### src/rtl/its_pkg.sv
// constants, register map and types for the i2c target register logic
package its_pkg;
  // register byte offsets on the ahb-lite slave
  localparam logic [7:0] OFS_CONTROL = 8'h00;
  localparam logic [7:0] OFS_STATUS = 8'h04;
  localparam logic [7:0] OFS_MASK = 8'h08;
  localparam logic [7:0] OFS_OWN_ID = 8'h0C;
  localparam logic [7:0] OFS_BUFFER = 8'h10;
  localparam logic [7:0] OFS_GO = 8'h14;
  localparam int ADDR_W = 8;
  // control bits
  localparam int CTL_ENABLE = 0;
  localparam int CTL_NACK = 2;
  localparam int CTL_TRANSMIT = 3;
  localparam int CTL_ANY_ADDR = 4;
  // status bits
  localparam int ST_BYTE_DONE = 0;
  localparam int ST_LAST_ACK = 1;
  localparam int ST_ADDR = 3;
  localparam int ST_STOP = 4;
  localparam logic [7:0] STICKY_MASK = 8'h11;
  localparam logic [7:0] STATUS_USED = 8'h1B;
  // reset values
  localparam logic [7:0] CONTROL_RST = 8'h00;
  localparam logic [7:0] MASK_RST = 8'h00;
  localparam logic [6:0] OWN_ID_RST = 7'h00;
  localparam logic [7:0] BYTE_RST = 8'h00;
  // ahb codes
  localparam logic [1:0] HTRANS_NONSEQ = 2'h2;
  localparam logic [1:0] HTRANS_SEQ = 2'h3;
  localparam logic [2:0] HSIZE_WORD = 3'h2;
  localparam int BYTE_BITS = 8;
  localparam int BIT_CNT_W = 4;
  // bit-level engine states
  typedef enum logic [2:0] {
    ST_IDLE,
    ST_SHIFT,
    ST_ACK_DRIVE,
    ST_ACK_SAMPLE,
    ST_IGNORE
  } its_state_t;
endpackage

### src/rtl/its_target.sv
// i2c target with ahb-lite register file, byte engine and interrupt
//
// Summary of operation
// - control bit 4 accepts every received address
// - control bit 3 selects send or receive after a received data byte; after the address the r/w bit decides
// - control bit 2 answers byte with nack
// - control bit 0 enables; disabled means bus-silent
// - status sampled on system clock edge
// - stop and byte-done sticky, cleared by read
// - address and ack bits live, read-independent
// - status bit 4 set on stop
// - status bit 3 marks address byte
// - status bit 1 holds master's ack bit
// - status bit 0 set per eight-bit byte
// - mask bit enables same-position status bit
// - own-address register holds compared 7-bit address
// - go write releases scl stretch; in send mode it starts byte send
// - outgoing alias shares data register address
//
// The placing of the registers and the AHB-Lite register port were decided locally.
module its_target
  import its_pkg::*;
(
  // clock and reset
  input wire logic CLK_SYS_IN,
  input wire logic NRST_IN,
  // ahb-lite slave
  input wire logic HSEL_IN,
  input wire logic [31:0] HADDR_IN,
  input wire logic [1:0] HTRANS_IN,
  input wire logic HWRITE_IN,
  input wire logic [2:0] HSIZE_IN,
  input wire logic [31:0] HWDATA_IN,
  input wire logic HREADY_IN,
  output logic [31:0] HRDATA_OUT,
  output logic HREADYOUT_OUT,
  output logic HRESP_OUT,
  // i2c pins, split into input, output and enable
  input wire logic SCL_IN,
  output logic SCL_OUT,
  output logic SCL_OE_OUT,
  input wire logic SDA_IN,
  output logic SDA_OUT,
  output logic SDA_OE_OUT,
  // interrupt
  output logic IRQ_OUT
);

  // ---------------- ahb-lite slave ----------------
  logic wr_pend_ff;
  logic [ADDR_W-1:0] wr_addr_ff;
  logic [31:0] rdata_ff;
  // only whole-word transfers are decoded; other sizes are ignored, and a read of them keeps the last read data
  wire addr_phase = HSEL_IN && HREADY_IN && (HSIZE_IN == HSIZE_WORD) &&
                    (HTRANS_IN == HTRANS_NONSEQ || HTRANS_IN == HTRANS_SEQ);
  wire ap_write = addr_phase && HWRITE_IN;
  wire ap_read = addr_phase && !HWRITE_IN;
  wire [ADDR_W-1:0] ap_addr = HADDR_IN[ADDR_W-1:0];
  wire wr_ctl = wr_pend_ff && (wr_addr_ff == OFS_CONTROL);
  wire wr_mask = wr_pend_ff && (wr_addr_ff == OFS_MASK);
  wire wr_own = wr_pend_ff && (wr_addr_ff == OFS_OWN_ID);
  wire wr_buf = wr_pend_ff && (wr_addr_ff == OFS_BUFFER); // alias shares this slot
  wire wr_go = wr_pend_ff && (wr_addr_ff == OFS_GO); // data value ignored
  wire rd_status = ap_read && (ap_addr == OFS_STATUS);

  // writes complete with zero wait states; reads are registered at address phase
  assign HREADYOUT_OUT = 1'b1;
  assign HRESP_OUT = 1'b0;
  assign HRDATA_OUT = rdata_ff;

  always_ff @(posedge CLK_SYS_IN) begin
    if (!NRST_IN) begin
      wr_pend_ff <= 1'b0;
      wr_addr_ff <= '0;
    end else begin
      wr_pend_ff <= ap_write;
      wr_addr_ff <= ap_addr;
    end
  end

  // ---------------- registers ----------------
  logic [7:0] control_ff;
  logic [7:0] mask_ff;
  logic [6:0] own_id_ff;
  logic [7:0] byte_ff;
  logic [7:0] sticky_ff;

  // the bit counter must reach a full byte plus the ack phase marker
  if (BIT_CNT_W < $clog2(BYTE_BITS + 1)) begin : g_cnt_check
    $error("bit counter too narrow for one byte");
  end

  // ---------------- pin synchronisers ----------------
  logic [1:0] scl_sync_ff;
  logic [1:0] sda_sync_ff;
  logic scl_prev_ff;
  logic sda_prev_ff;
  always_ff @(posedge CLK_SYS_IN) begin
    if (!NRST_IN) begin
      scl_sync_ff <= 2'h3;
      sda_sync_ff <= 2'h3;
      scl_prev_ff <= 1'b1;
      sda_prev_ff <= 1'b1;
    end else begin
      scl_sync_ff <= {scl_sync_ff[0], SCL_IN};
      sda_sync_ff <= {sda_sync_ff[0], SDA_IN};
      scl_prev_ff <= scl_sync_ff[1];
      sda_prev_ff <= sda_sync_ff[1];
    end
  end
  wire scl_s = scl_sync_ff[1];
  wire sda_s = sda_sync_ff[1];
  wire scl_rise = scl_s && !scl_prev_ff;
  wire scl_fall = !scl_s && scl_prev_ff;
  wire start_seen = scl_s && scl_prev_ff && !sda_s && sda_prev_ff;
  wire stop_seen = scl_s && scl_prev_ff && sda_s && !sda_prev_ff;
  wire enabled = control_ff[CTL_ENABLE];

  // ---------------- byte engine ----------------
  its_state_t state_ff;
  its_state_t nxt_state;
  logic [BIT_CNT_W-1:0] bit_cnt_ff;
  logic [7:0] shift_ff;
  logic is_addr_ff;
  logic tx_ff;
  logic sda_drv_ff;
  logic last_ack_ff;
  logic addr_flag_ff;
  logic byte_done_pulse;

  wire last_bit = (bit_cnt_ff == BIT_CNT_W'(BYTE_BITS - 1));
  wire [7:0] rx_byte = {shift_ff[6:0], sda_s};
  wire addr_match = (rx_byte[7:1] == own_id_ff);
  wire addr_ok = control_ff[CTL_ANY_ADDR] || addr_match;
  wire want_nack = control_ff[CTL_NACK];
  // direction of the coming byte: r/w bit after an address, else the control bit
  wire next_tx = is_addr_ff ? shift_ff[0] : control_ff[CTL_TRANSMIT];
  // the ninth clock is split in two by the counter: first fall opens, second closes
  wire ack_second = scl_fall && (bit_cnt_ff != '0);

  always_comb begin
    nxt_state = state_ff;
    byte_done_pulse = 1'b0;
    case (state_ff)
      ST_IDLE: begin
        nxt_state = ST_IDLE;
      end
      ST_SHIFT: begin
        if (scl_rise && last_bit) begin
          byte_done_pulse = 1'b1;
          if (tx_ff) begin
            nxt_state = ST_ACK_SAMPLE;
          end else if (is_addr_ff && !addr_ok) begin
            nxt_state = ST_IGNORE;
          end else begin
            nxt_state = ST_ACK_DRIVE;
          end
        end
      end
      ST_ACK_DRIVE: begin
        if (ack_second) begin
          nxt_state = want_nack ? ST_IGNORE : ST_SHIFT;
        end
      end
      ST_ACK_SAMPLE: begin
        if (ack_second) begin
          nxt_state = last_ack_ff ? ST_IGNORE : ST_SHIFT;
        end
      end
      ST_IGNORE: begin
        nxt_state = ST_IGNORE;
      end
      default: begin
        nxt_state = ST_IDLE;
      end
    endcase
    if (start_seen) begin
      nxt_state = ST_SHIFT;
    end
    if (stop_seen || !enabled) begin
      nxt_state = ST_IDLE;
    end
  end

  always_ff @(posedge CLK_SYS_IN) begin
    if (!NRST_IN) begin
      state_ff <= ST_IDLE;
    end else begin
      state_ff <= nxt_state;
    end
  end

  // bit counter, shifter, direction and sda drive
  always_ff @(posedge CLK_SYS_IN) begin
    if (!NRST_IN) begin
      bit_cnt_ff <= '0;
      shift_ff <= BYTE_RST;
      is_addr_ff <= 1'b0;
      tx_ff <= 1'b0;
      sda_drv_ff <= 1'b0;
      last_ack_ff <= 1'b0;
      addr_flag_ff <= 1'b0;
    end else if (start_seen || nxt_state == ST_IDLE) begin
      bit_cnt_ff <= '0;
      is_addr_ff <= 1'b1;
      tx_ff <= 1'b0;
      sda_drv_ff <= 1'b0;
    end else begin
      case (state_ff)
        ST_SHIFT: begin
          if (scl_rise) begin
            shift_ff <= rx_byte;
            bit_cnt_ff <= last_bit ? '0 : bit_cnt_ff + 1'b1;
            if (last_bit) begin
              addr_flag_ff <= is_addr_ff;
            end
          end
          // the counter already names the next bit when scl falls
          if (scl_fall) begin
            sda_drv_ff <= tx_ff && !byte_ff[3'(BYTE_BITS - 1) - 3'(bit_cnt_ff)];
          end
          // first bit was set up from the old buffer; go reloads it while scl is held
          if (wr_go && tx_ff && (bit_cnt_ff == '0)) begin
            sda_drv_ff <= !byte_ff[BYTE_BITS-1];
          end
        end
        ST_ACK_DRIVE: begin
          if (ack_second) begin
            bit_cnt_ff <= '0;
            sda_drv_ff <= next_tx && !byte_ff[BYTE_BITS-1];
            is_addr_ff <= 1'b0;
            tx_ff <= next_tx;
          end else if (scl_fall) begin
            bit_cnt_ff <= BIT_CNT_W'(1);
            sda_drv_ff <= !want_nack; // ack pulls low, nack leaves sda released
          end
        end
        ST_ACK_SAMPLE: begin
          if (scl_rise) begin
            last_ack_ff <= sda_s;
          end
          if (ack_second) begin
            bit_cnt_ff <= '0;
            sda_drv_ff <= !last_ack_ff && !byte_ff[BYTE_BITS-1];
          end else if (scl_fall) begin
            bit_cnt_ff <= BIT_CNT_W'(1);
            sda_drv_ff <= 1'b0; // master owns sda for its ack
          end
        end
        default: begin
          sda_drv_ff <= 1'b0;
        end
      endcase
    end
  end

  wire rx_load = (state_ff == ST_SHIFT) && scl_rise && last_bit && !tx_ff;

  // stretching starts only after the ack clock: holding scl during the ninth
  // clock would keep the master from ever seeing the answer to its byte
  wire ack_done = ack_second && (nxt_state == ST_SHIFT) &&
                  (state_ff == ST_ACK_DRIVE || state_ff == ST_ACK_SAMPLE);

  // the master is held by scl stretch only until software has acted after a byte
  logic stretch_ff;
  always_ff @(posedge CLK_SYS_IN) begin
    if (!NRST_IN) begin
      stretch_ff <= 1'b0;
    end else if (!enabled || stop_seen) begin
      stretch_ff <= 1'b0;
    end else if (ack_done) begin
      stretch_ff <= 1'b1;
    end else if (wr_go || wr_ctl) begin
      stretch_ff <= 1'b0;
    end
  end

  // pins: open drain, only pull low
  assign SDA_OUT = 1'b0;
  assign SDA_OE_OUT = enabled && sda_drv_ff && (state_ff != ST_IDLE) && (state_ff != ST_IGNORE);
  assign SCL_OUT = 1'b0;
  assign SCL_OE_OUT = enabled && stretch_ff && !scl_s;

  // ---------------- register writes ----------------
  wire stop_evt = stop_seen && enabled;
  wire [7:0] sticky_set = ({7'h00, byte_done_pulse} << ST_BYTE_DONE) |
                          ({7'h00, stop_evt} << ST_STOP);
  // a read clears sticky bits, but a same-cycle event still wins
  wire [7:0] sticky_clr = rd_status ? STICKY_MASK : 8'h00;
  wire [7:0] live_bits = ({7'h00, last_ack_ff} << ST_LAST_ACK) |
                         ({7'h00, addr_flag_ff} << ST_ADDR);
  wire [7:0] status_view = ((sticky_ff & STICKY_MASK) | live_bits) & STATUS_USED;

  always_ff @(posedge CLK_SYS_IN) begin
    if (!NRST_IN) begin
      control_ff <= CONTROL_RST;
      mask_ff <= MASK_RST;
      own_id_ff <= OWN_ID_RST;
      byte_ff <= BYTE_RST;
      sticky_ff <= 8'h00;
    end else begin
      if (wr_ctl) begin
        control_ff <= HWDATA_IN[7:0];
      end
      if (wr_mask) begin
        mask_ff <= HWDATA_IN[7:0];
      end
      if (wr_own) begin
        own_id_ff <= HWDATA_IN[6:0];
      end
      if (rx_load) begin
        byte_ff <= rx_byte;
      end else if (wr_buf) begin
        byte_ff <= HWDATA_IN[7:0];
      end
      sticky_ff <= (sticky_ff & ~sticky_clr) | sticky_set;
    end
  end

  // ---------------- read data ----------------
  wire [7:0] rd_mux = (ap_addr == OFS_CONTROL) ? control_ff :
                      (ap_addr == OFS_STATUS) ? status_view :
                      (ap_addr == OFS_MASK) ? mask_ff :
                      (ap_addr == OFS_OWN_ID) ? {1'b0, own_id_ff} :
                      (ap_addr == OFS_BUFFER) ? byte_ff : 8'h00;
  always_ff @(posedge CLK_SYS_IN) begin
    if (!NRST_IN) begin
      rdata_ff <= 32'h0000_0000;
    end else if (ap_read) begin
      rdata_ff <= {24'h00_0000, rd_mux};
    end
  end

  // ---------------- interrupt ----------------
  assign IRQ_OUT = |(status_view & mask_ff);

endmodule

### config.mk
export PLATFORM = sky130hd
export DESIGN_NAME = its_target
export DESIGN_NICKNAME = d
export VERILOG_FILES = /design/src/rtl/its_pkg.sv /design/src/rtl/its_target.sv
export SDC_FILE = /design/constraint.sdc
export NUM_CORES = 1
export LEC_CHECK = 0
export ABC_AREA = 0
export BUFFER_PORTS_ARGS = -buffer_cell sky130_fd_sc_hd__buf_4
export CAP_MARGIN = 20
export CORE_ASPECT_RATIO = 0.8
export CORE_MARGIN = 3
export CORE_UTILIZATION = 56
export DETAILED_ROUTE_END_ITERATION = 10
export GPL_ROUTABILITY_DRIVEN = 0
export GPL_TIMING_DRIVEN = 0
export PLACE_DENSITY = 0.85
export SYNTH_ARGS = -nofsm -noshare
export SYNTH_HDL_FRONTEND = slang
export SYNTH_SLANG_ARGS = --single-unit
### constraint.sdc
create_clock -name CLK_SYS_IN -period 2.8 [get_ports CLK_SYS_IN]
set_input_delay 0.14 -clock CLK_SYS_IN [delete_from_list [all_inputs] [get_ports CLK_SYS_IN]]
set_output_delay 0.14 -clock CLK_SYS_IN [all_outputs]
set_load 0.005 [all_outputs]
==> results of run 1 <==
==> how the worst max path moves through the flow <==
stage	from	to	slack, ns	depth (start not counted)
detailed placement	bit_cnt_ff[1]	byte_ff[6]	0.73	7
floorplan	bit_cnt_ff[1]	sda_drv_ff	1.10	7
CTS	bit_cnt_ff[1]	byte_ff[6]	0.70	7
global placement	bit_cnt_ff[1]	byte_ff[6]	0.82	7
finish	bit_cnt_ff[1]	byte_ff[6]	0.67	7
global route	bit_cnt_ff[1]	byte_ff[6]	0.48	7
==> worst max-delay path, cell delays in order, from the launching register on <==
cell and delay, ns:
dfxtp_1 0.47, ha_1 0.23, nand3b_1 0.23, nor3_2 0.35, nand2b_1 0.25, buf_2 0.26, o21ai_0 0.18, a21oi_1 0.05
==> Yosys cell counts, types with 5 or more instances <==
| master | instances |
|---|---|
| nor2b_1 | 36 |
| xor2_1 | 5 |
| mux2i_1 | 50 |
| buf_6 | 5 |
| xnor2_1 | 5 |
| nor3_1 | 8 |
| nand2_1 | 22 |
| a21oi_1 | 15 |
| buf_4 | 29 |
| nor2_1 | 15 |
| dfxtp_1 | 76 |
| o21ai_0 | 17 |
| nand2b_1 | 17 |
| clkbuf_1 | 14 |
| nand3_1 | 8 |
| and2_1 | 10 |
==> sequential cells by signal, summed over array words and instances, names as in the netlist, 2 cells and up <==
name,count
scl_sync_ff,2
bit_cnt_ff,4
control_ff,8
byte_ff,8
state_ff,3
mask_ff,8
wr_addr_ff,8
shift_ff,7
sticky_ff,2
HRDATA_OUT,8
own_id_ff,7
sda_sync_ff,2
==> per-stage QoR <==
step	setup WS [ns]	hold slack [ns]
floorplan	1.098	0.2415
global placement	0.8221	0.3281
detailed placement	0.7267	0.3346
CTS	0.7035	0.003266
global route	0.4802	0.01595
finish	0.6700	0.009830
==> layer usage <==
layer	up-vias	wire, um	global-route usage
met5	-	0	0
met4	0	131	0.06460
met3	19	899	0.06706
met2	150	4639	0.4067
met1	1534	4078	0.3079
li1	1595	-	-
==> cells in the final DEF (no fill, tap or decap), types with 5 or more instances in the layout <==
| cell | n |
|---|---|
| a21oi_1 | 15 |
| and2_1 | 10 |
| buf_4 | 65 |
| buf_6 | 5 |
| clkbuf_1 | 17 |
| clkbuf_8 | 10 |
| conb_1 | 28 |
| dfxtp_1 | 76 |
| mux2i_1 | 50 |
| nand2_1 | 22 |
| nand2b_1 | 17 |
| nand3_1 | 8 |
| nor2_1 | 15 |
| nor2b_1 | 36 |
| nor3_1 | 8 |
| o21ai_0 | 17 |
| xnor2_1 | 5 |
| xor2_1 | 5 |
==> layout make-up <==
class / instances / area, um2
multi-input cells: 317 / 2225
fillers: 540 / 1961
plain buffers: 52 / 346.6
clock inverters: 3 / 46.29
clock buffers: 13 / 148.9
well taps: 84 / 105.1
flip-flops and latches: 76 / 1521
repair buffers: 39 / 300.3
inverters: 4 / 15.01
==> cells by family after synthesis <==
logic type,count (synthesis)
adder cells (fa/ha/maj),2
AND/OR/NAND/NOR,157
buffers and inverters,56
AO/OA/AOI/OAI,67
other,2
flip-flops,76
multiplexers,53
XOR/XNOR,10
==> power breakdown <==
part           switching (mW)  internal, mW  leakage (nW)  total, mW
combinational          0.0722        0.0816          1.20      0.154
clock                   0.404         0.439        0.0938      0.843
sequential            0.00927          1.09         0.616       1.10
==> flow_metrics.tcl, run 1 <==
set metrics [dict create \
    status "completed" \
    die_h_um 81.69 \
    die_w_um 100.6 \
    antenna_found_initial 0 \
    synth_compound_area_frac 0.1133 \
    relSlewSlack 0.4887 \
    hold_depth 2 \
    async_flop_share 0 \
    vdd.ir_drop.worst_mv 0.2920 \
    grt_pass1_vias 3092 \
    power_per_cell_area_nw_per_um2 445.3 \
    utilization 0.7060 \
    grt_pass1_wl_mm 15.39 \
    rsz0062_at_grt "false" \
    io_pins 115 \
    rows 26 \
    layout.nets 577 \
    clkTransAtPathRegs_ns 0.08 \
    postCtsHoldBufs 3 \
    place_hpwl_mm 7.315 \
    yosys.area_share.simple 0.2484 \
    min_path_type "primary input to flip-flop" \
    r2r-end "byte_ff[6]" \
    synth_top_family_by_area "simple AND/OR/NAND/NOR gates" \
    totalPowerFinal_mw 2.097 \
    worstHoldStart "HADDR_IN[0]" \
    n_antenna_cell 0 \
    dp_cells 569 \
    start_kind "flip-flop" \
    postSynthCellCount 423 \
    port_buffers 36 \
    ys.warnings.count 0 \
    final_cell_area_um2 4708 \
    antenna_left 0 \
    drc 0 \
    slew_violations 0 \
    clock_path_buffers 2 \
    synth_ff_type "dfxtp_1" \
    cts_setup_buffers 0 \
    max_freq_ghz 0.4695 \
    synthTopCellsByArea "dfxtp_1, mux2i_1, nor2b_1, buf_4, nand2b_1" \
    viasPerCell 5.609 \
    cts-resized-gates 0 \
    dieArea_um2 8219 \
    wirelength_mm 9.749 \
    cp-end-kind "flip-flop" \
    hold_viol_final 0 \
    insertion_delay_ns 0.35 \
    r2r_start "bit_cnt_ff[1]" \
    arrival_ns 2.37 \
    synth_edf_count 0 \
    initial_core_util 0.6013 \
    ys_types 65 \
    track_usage 0.2421 \
    synth-xor-area-share 0.02184 \
    grt_overflow 0 \
    area_growth_pct 17.41 \
    min_period_over_period 0.7607 \
    path_max_fanout 10 \
    worstMarginPinSlew_ns 0.7567 \
    cts_tree "done" \
    avgSynthCellArea_um2 9.480 \
    synthAdderAreaFrac 0.006240 \
    required_ns 3.04 \
    via_count 3298 \
    maxCapViolations 0 \
    hold_end "wr_addr_ff[0]" \
    clock_skew_ns 0.01005 \
    wl_per_cell_um 16.58 \
    yosysTopAreaCell "dfxtp_1" \
    final_cells 588 \
    r2r_cells 7 \
    cts.sinks 76 \
    r2r_setup_slack_ns 0.67 \
    syn-cell-area_um2 4010 \
    crit_type "flip-flop to flip-flop" \
    drtIter0Drc 305 \
    cts_buffers 9 \
    cts_root_buf "clkbuf_8" \
    grt_max_degree 13 \
    setup_violations 0 \
    yosysTopAreaCellShare 0.3794 \
    coreArea_um2 6669 \
    first_pass_iters 5 \
    ys_seq_elements 76 \
    fin_tns_setup_ns 0 \
    synth.mux.area_fraction 0.1388 \
    drive_above_1_share 0.2083 \
    fin_crit_ns 2.130 \
    yosysSeqAreaShare 0.3794 \
    h-tree-depth 3 \
    place_area_um2 4483 \
    p_leak_nw 1.906 \
]
Note: power is estimated with default switching activity, not from simulation.
==> run 2: changes to the inputs <==
CORE_UTILIZATION = 47   (was 56)
PLACE_DENSITY = 0.76   (was 0.85)
clock period = 1.8 ns   (was 2.8 ns; I/O delays follow)
==> flow_metrics.tcl, run 2 (synthesis results as in run 1) <==
set metrics [dict create \
    rows 29 \
    area_growth_pct 26.08 \
    use_met2 0.3690 \
    clkTransAtPathRegs_ns 0.08 \
    cp_cell_sequence "xor2_1, nor4_2, a41oi_1, o41ai_2, nor2b_1" \
    antenna_left 0 \
    most-common-layout-cells "buf_4, dfxtp_1, mux2i_1, nor2b_1, conb_1" \
    fin_ws_ns 0.04601 \
    net-switching-power_mw 0.7660 \
    power_frac_comb 0.078 \
    wl_per_cell_um 17.00 \
    swShare 0.2282 \
    status "completed" \
    port_buffers 36 \
    utilization 0.6221 \
    dp_cells 593 \
    insertion_delay_ns 0.36 \
    grtUsageMet1 0.2907 \
    grt_max_degree 13 \
    initial_core_util 0.4934 \
    maxCapViolations 0 \
    post-place-ws_ns -0.2297 \
    relSlewSlack 0.4082 \
    drtIter0Drc 267 \
    path_max_fanout 4 \
    grt.busiest_layer "met2" \
    crit_type "flip-flop to flip-flop" \
    layout.nets 593 \
    vdd.ir_drop.worst_mv 0.4694 \
    clkPwrFrac 0.413 \
    final_cells 628 \
    min_path_type "primary input to flip-flop" \
    drive_above_1_share 0.2654 \
    power_per_cell_area_nw_per_um2 663.8 \
    required_ns 2.09 \
    via_count 3364 \
    cts.sinks 76 \
    die_h_um 88.62 \
    cpMaxStageDelayCell "o41ai_2" \
    slew_violations 0 \
    totalPowerFinal_mw 3.356 \
    intPower_mw 2.590 \
    start_kind "flip-flop" \
    grt_pass1_vias 3302 \
    setup_violations 0 \
    arrival_ns 2.04 \
    seqPwrFrac 0.509 \
    seqCellArea_um2 1529 \
    first_pass_iters 7 \
    multi_input_area_um2 2341 \
    clock_skew_ns 0.008062 \
    cts_root_buf "clkbuf_8" \
    antenna_found_initial 0 \
    p_leak_nw 2.037 \
    cts_tree "done" \
    min_period_over_period 0.9744 \
    holdWs_ns 0.02975 \
    fin_crit_ns 1.754 \
    clock_path_buffers 2 \
    layout_commonest_cell "buf_4" \
    met3_usage 0.05179 \
    rsz0062_at_grt "true" \
    viasPerCell 5.357 \
    wirelength_mm 10.68 \
    dieArea_um2 9684 \
    io_pins 115 \
    n_antenna_cell 0 \
    die_w_um 109.3 \
    cp-end-kind "flip-flop" \
    cpPeakStageDelay_ns 0.42 \
    track_usage 0.2234 \
    h-tree-depth 3 \
    worstMarginPinSlew_ns 0.8758 \
    place_hpwl_mm 7.569 \
    coreArea_um2 8128 \
    nFillCells 685 \
    hold_viol_final 0 \
    max_freq_ghz 0.5701 \
    grt_pass1_wl_mm 16.59 \
    grt_overflow 0 \
    r2r_setup_slack_ns 0.05 \
    drc 0 \
    cts_buffers 9 \
]
## run 2: cell types whose count changed in the layout (fill, tap and decap cells not counted), sizes merged
cell	delta
dlygate4sd3	+6
clkinvlp	-1
clkinv	+1
clkbuf	-2
buf	+12
## run 2: critical path, delay by kind of cell, from the launching register on
family,cells,cell delay (ns)
and+or+nand+nor,2,0.45
AOI/OAI and AO/OA,2,0.71
DFF,1,0.35
xor gates and xnor gates,1,0.18
## run 2: repair_timing
action | 4_1_cts | 5_1_grt
setup endpoints to repair | 20 | 46
hold buffers | 9 | 0
buffers inserted | 7 | 5
endpoints found under the hold margin | 9 | 0
resized for setup | 6 | 24
pin swaps | 6 | 11
gates cloned | 0 | 0
## run 2: worst paths after layout
path                  startpoint             end  cells past startpoint
setup / recovery     shift_ff[1]     state_ff[1]                      5
hold / removal      HWDATA_IN[7]   control_ff[7]                      3
setup reg to reg     shift_ff[1]     state_ff[1]                      5
hold reg to reg   sda_sync_ff[0]  sda_sync_ff[1]                      1
## run 2: layout make-up
type / instances / area share
multi-input cells: 317 / 0.4630
well taps: 108 / 0.02673
repair buffers: 57 / 0.09404
clock inverters: 3 / 0.008661
flip-flops and latches: 76 / 0.3024
plain buffers: 50 / 0.06830
clock buffers: 13 / 0.03341
inverters: 4 / 0.003464
## run 2: per-stage QoR
| stage | setup TNS, ns | area, um2 |
|---|---|---|
| floorplan | 0 | 4108 |
| global placement | -1.193 | 4513 |
| detailed placement | -1.663 | 4513 |
| CTS | 0 | 4901 |
| global route | -0.1128 | 5056 |
| finish | 0 | 5056 |
## run 2: power by group through the flow
| stage | combinational [mW] | clock (mW) | sequential (mW) |
|---|---|---|---|
| 3_3_place_gp | 0.224 | 0 | 1.75 |
| 2_1_floorplan | 0.142 | 0 | 1.75 |
| 3_5_place_dp | 0.228 | 0 | 1.75 |
| 5_1_grt | 0.287 | 1.48 | 1.71 |
| 6_report | 0.262 | 1.38 | 1.71 |
| 4_1_cts | 0.249 | 1.40 | 1.71 |
## run 2: layer usage
layer	share of wire	wire, um
met5	0	0
met4	0.018	191
met3	0.063	672
met2	0.49	5222
met1	0.43	4589
==> run 3: changes to the inputs <==
CELL_PAD_IN_SITES_DETAIL_PLACEMENT = 1   (was not set)
CELL_PAD_IN_SITES_GLOBAL_PLACEMENT = 2   (was not set)
CORE_UTILIZATION = 28   (was 47)
PLACE_DENSITY = not set   (was 0.76)
PLACE_DENSITY_LB_ADDON = 0.1   (was not set)
==> flow_metrics.tcl, run 3 (synthesis results as in run 1) <==
set metrics [dict create \
    intPower_mw 3.099 \
    start_kind "flip-flop" \
    worstMarginPinSlew_ns 0.6696 \
    cts_tree "done" \
    drtIter0Drc 179 \
    drc 0 \
    setup_violations 0 \
    nFillCells 1585 \
    hold_end "control_ff[7]" \
    h-tree-depth 3 \
    crit_type "flip-flop to flip-flop" \
    status "completed" \
    cpPeakStageDelay_ns 0.39 \
    r2r_cells 8 \
    r2r_setup_slack_ns 0.05 \
    n_antenna_cell 0 \
    most-common-layout-cells "buf_4, dfxtp_1, mux2i_1, nor2b_1, conb_1" \
    totalPowerFinal_mw 3.994 \
    initial_core_util 0.2908 \
    required_ns 2.08 \
    min_path_type "primary input to flip-flop" \
    cpMaxStageDelayCell "nor4_4" \
    port_buffers 36 \
    antenna_left 0 \
    grt_overflow 0 \
    first_pass_iters 4 \
    track_usage 0.1592 \
    utilization 0.3882 \
    seqPwrFrac 0.428 \
    p_leak_nw 2.098 \
    die_h_um 113.0 \
    path_max_fanout 6 \
    clkTransAtPathRegs_ns 0.06 \
    area_growth_pct 33.48 \
    layout_commonest_cell "buf_4" \
    clock_path_buffers 2 \
    slew_violations 0 \
    r2r-end "stretch_ff" \
    rsz0062_at_grt "true" \
    viasPerCell 4.702 \
    cts_root_buf "clkbuf_16" \
    rows 38 \
    wirelength_mm 12.44 \
    clkPwrFrac 0.503 \
    cp-end-kind "flip-flop" \
    drive_above_1_share 0.2857 \
    dp_cells 665 \
    worstHoldStart "HWDATA_IN[7]" \
    arrival_ns 2.04 \
    relSlewSlack 0.5536 \
    antenna_found_initial 0 \
    coreArea_um2 13790 \
    maxCapViolations 0 \
    power_frac_comb 0.069 \
    fin_crit_ns 1.754 \
    vdd.ir_drop.worst_mv 0.4191 \
    clock_skew_ns 0.005584 \
    hold_viol_final 0 \
    dieArea_um2 15800 \
    grt_max_degree 14 \
    final_cells 705 \
    place_hpwl_mm 9.355 \
    post-place-ws_ns -0.3569 \
    max_freq_ghz 0.5700 \
    holdWs_ns 0.04359 \
    fin_ws_ns 0.04570 \
    min_period_over_period 0.9746 \
    r2r_start "bit_cnt_ff[0]" \
    swShare 0.2242 \
    power_per_cell_area_nw_per_um2 746.2 \
    layout.nets 598 \
    cts_buffers 9 \
    cts.sinks 76 \
    insertion_delay_ns 0.34 \
    via_count 3315 \
    io_pins 115 \
    wl_per_cell_um 17.65 \
    grt_pass1_wl_mm 19.55 \
    cp_cell_sequence "inv_4, ha_4, nor3b_4, buf_6, nor4_4, nand2b_1, a31oi_1, a21o_1" \
    die_w_um 139.8 \
    grt_pass1_vias 3492 \
    hold_depth 3 \
    net-switching-power_mw 0.8955 \
]
[run 3: power groups by stage]
| stage | Combinational [mW] | Sequential, mW | Clock [mW] |
|---|---|---|---|
| floorplan | 0.142 | 1.75 | 0 |
| global placement | 0.237 | 1.75 | 0 |
| detailed placement | 0.240 | 1.75 | 0 |
| CTS | 0.263 | 1.71 | 2.08 |
| global route | 0.301 | 1.71 | 2.15 |
| finish | 0.274 | 1.71 | 2.01 |
[run 3: metrics by stage]
stage | cell area, um2 | TNS [ns]
floorplan | 4108 | 0
global placement | 4603 | -3.817
detailed placement | 4603 | -5.004
CTS | 5162 | 0
global route | 5353 | -0.3625
finish | 5353 | 0
[run 3: area by class of cell]
type                       instances  area (um2)  share of cell area
tap                              180       225.2             0.04208
inverter                           4       17.52            0.003273
timing repair buffer              61       509.2             0.09514
multi-input combinational        317        2379              0.4444
clock inverter                     5       85.08             0.01590
clock buffer                      11       242.7             0.04535
buffer                            51       361.6             0.06756
sequential                        76        1533              0.2863
[run 3: worst max-delay path, delay by kind of cell (launching register included)]
kind | cells | cell delay, ns
buffers and inverters | 2 | 0.17
DFF | 1 | 0.37
adders and majority gates | 1 | 0.14
and+or+nand+nor | 3 | 0.67
AOI/OAI and AO/OA | 2 | 0.33
[run 3: layer usage]
layer,share of wire,global-route usage,up-vias
met1,0.50,0.2184,1604
met2,0.45,0.2557,53
met3,0.036,0.03633,9
met4,0.0095,0.03873,0
li1,-,-,1649
met5,0,0,-
[run 3: worst max path at each step]
stage,cells after the start,endpoint,start
2_1_floorplan,7,sda_drv_ff,bit_cnt_ff[1]
3_3_place_gp,7,byte_ff[7],bit_cnt_ff[1]
3_5_place_dp,7,byte_ff[6],bit_cnt_ff[1]
4_1_cts,7,stretch_ff,bit_cnt_ff[0]
5_1_grt,8,stretch_ff,bit_cnt_ff[0]
6_report,8,stretch_ff,bit_cnt_ff[0]
[run 3: what timing repair did]
item,in CTS,in global routing
setup buffers,11,5
endpoints found under the setup margin,36,45
hold buffers,9,0
gates resized for setup,11,37
hold endpoints to repair,9,0
cloned,0,0
pin swaps,7,15
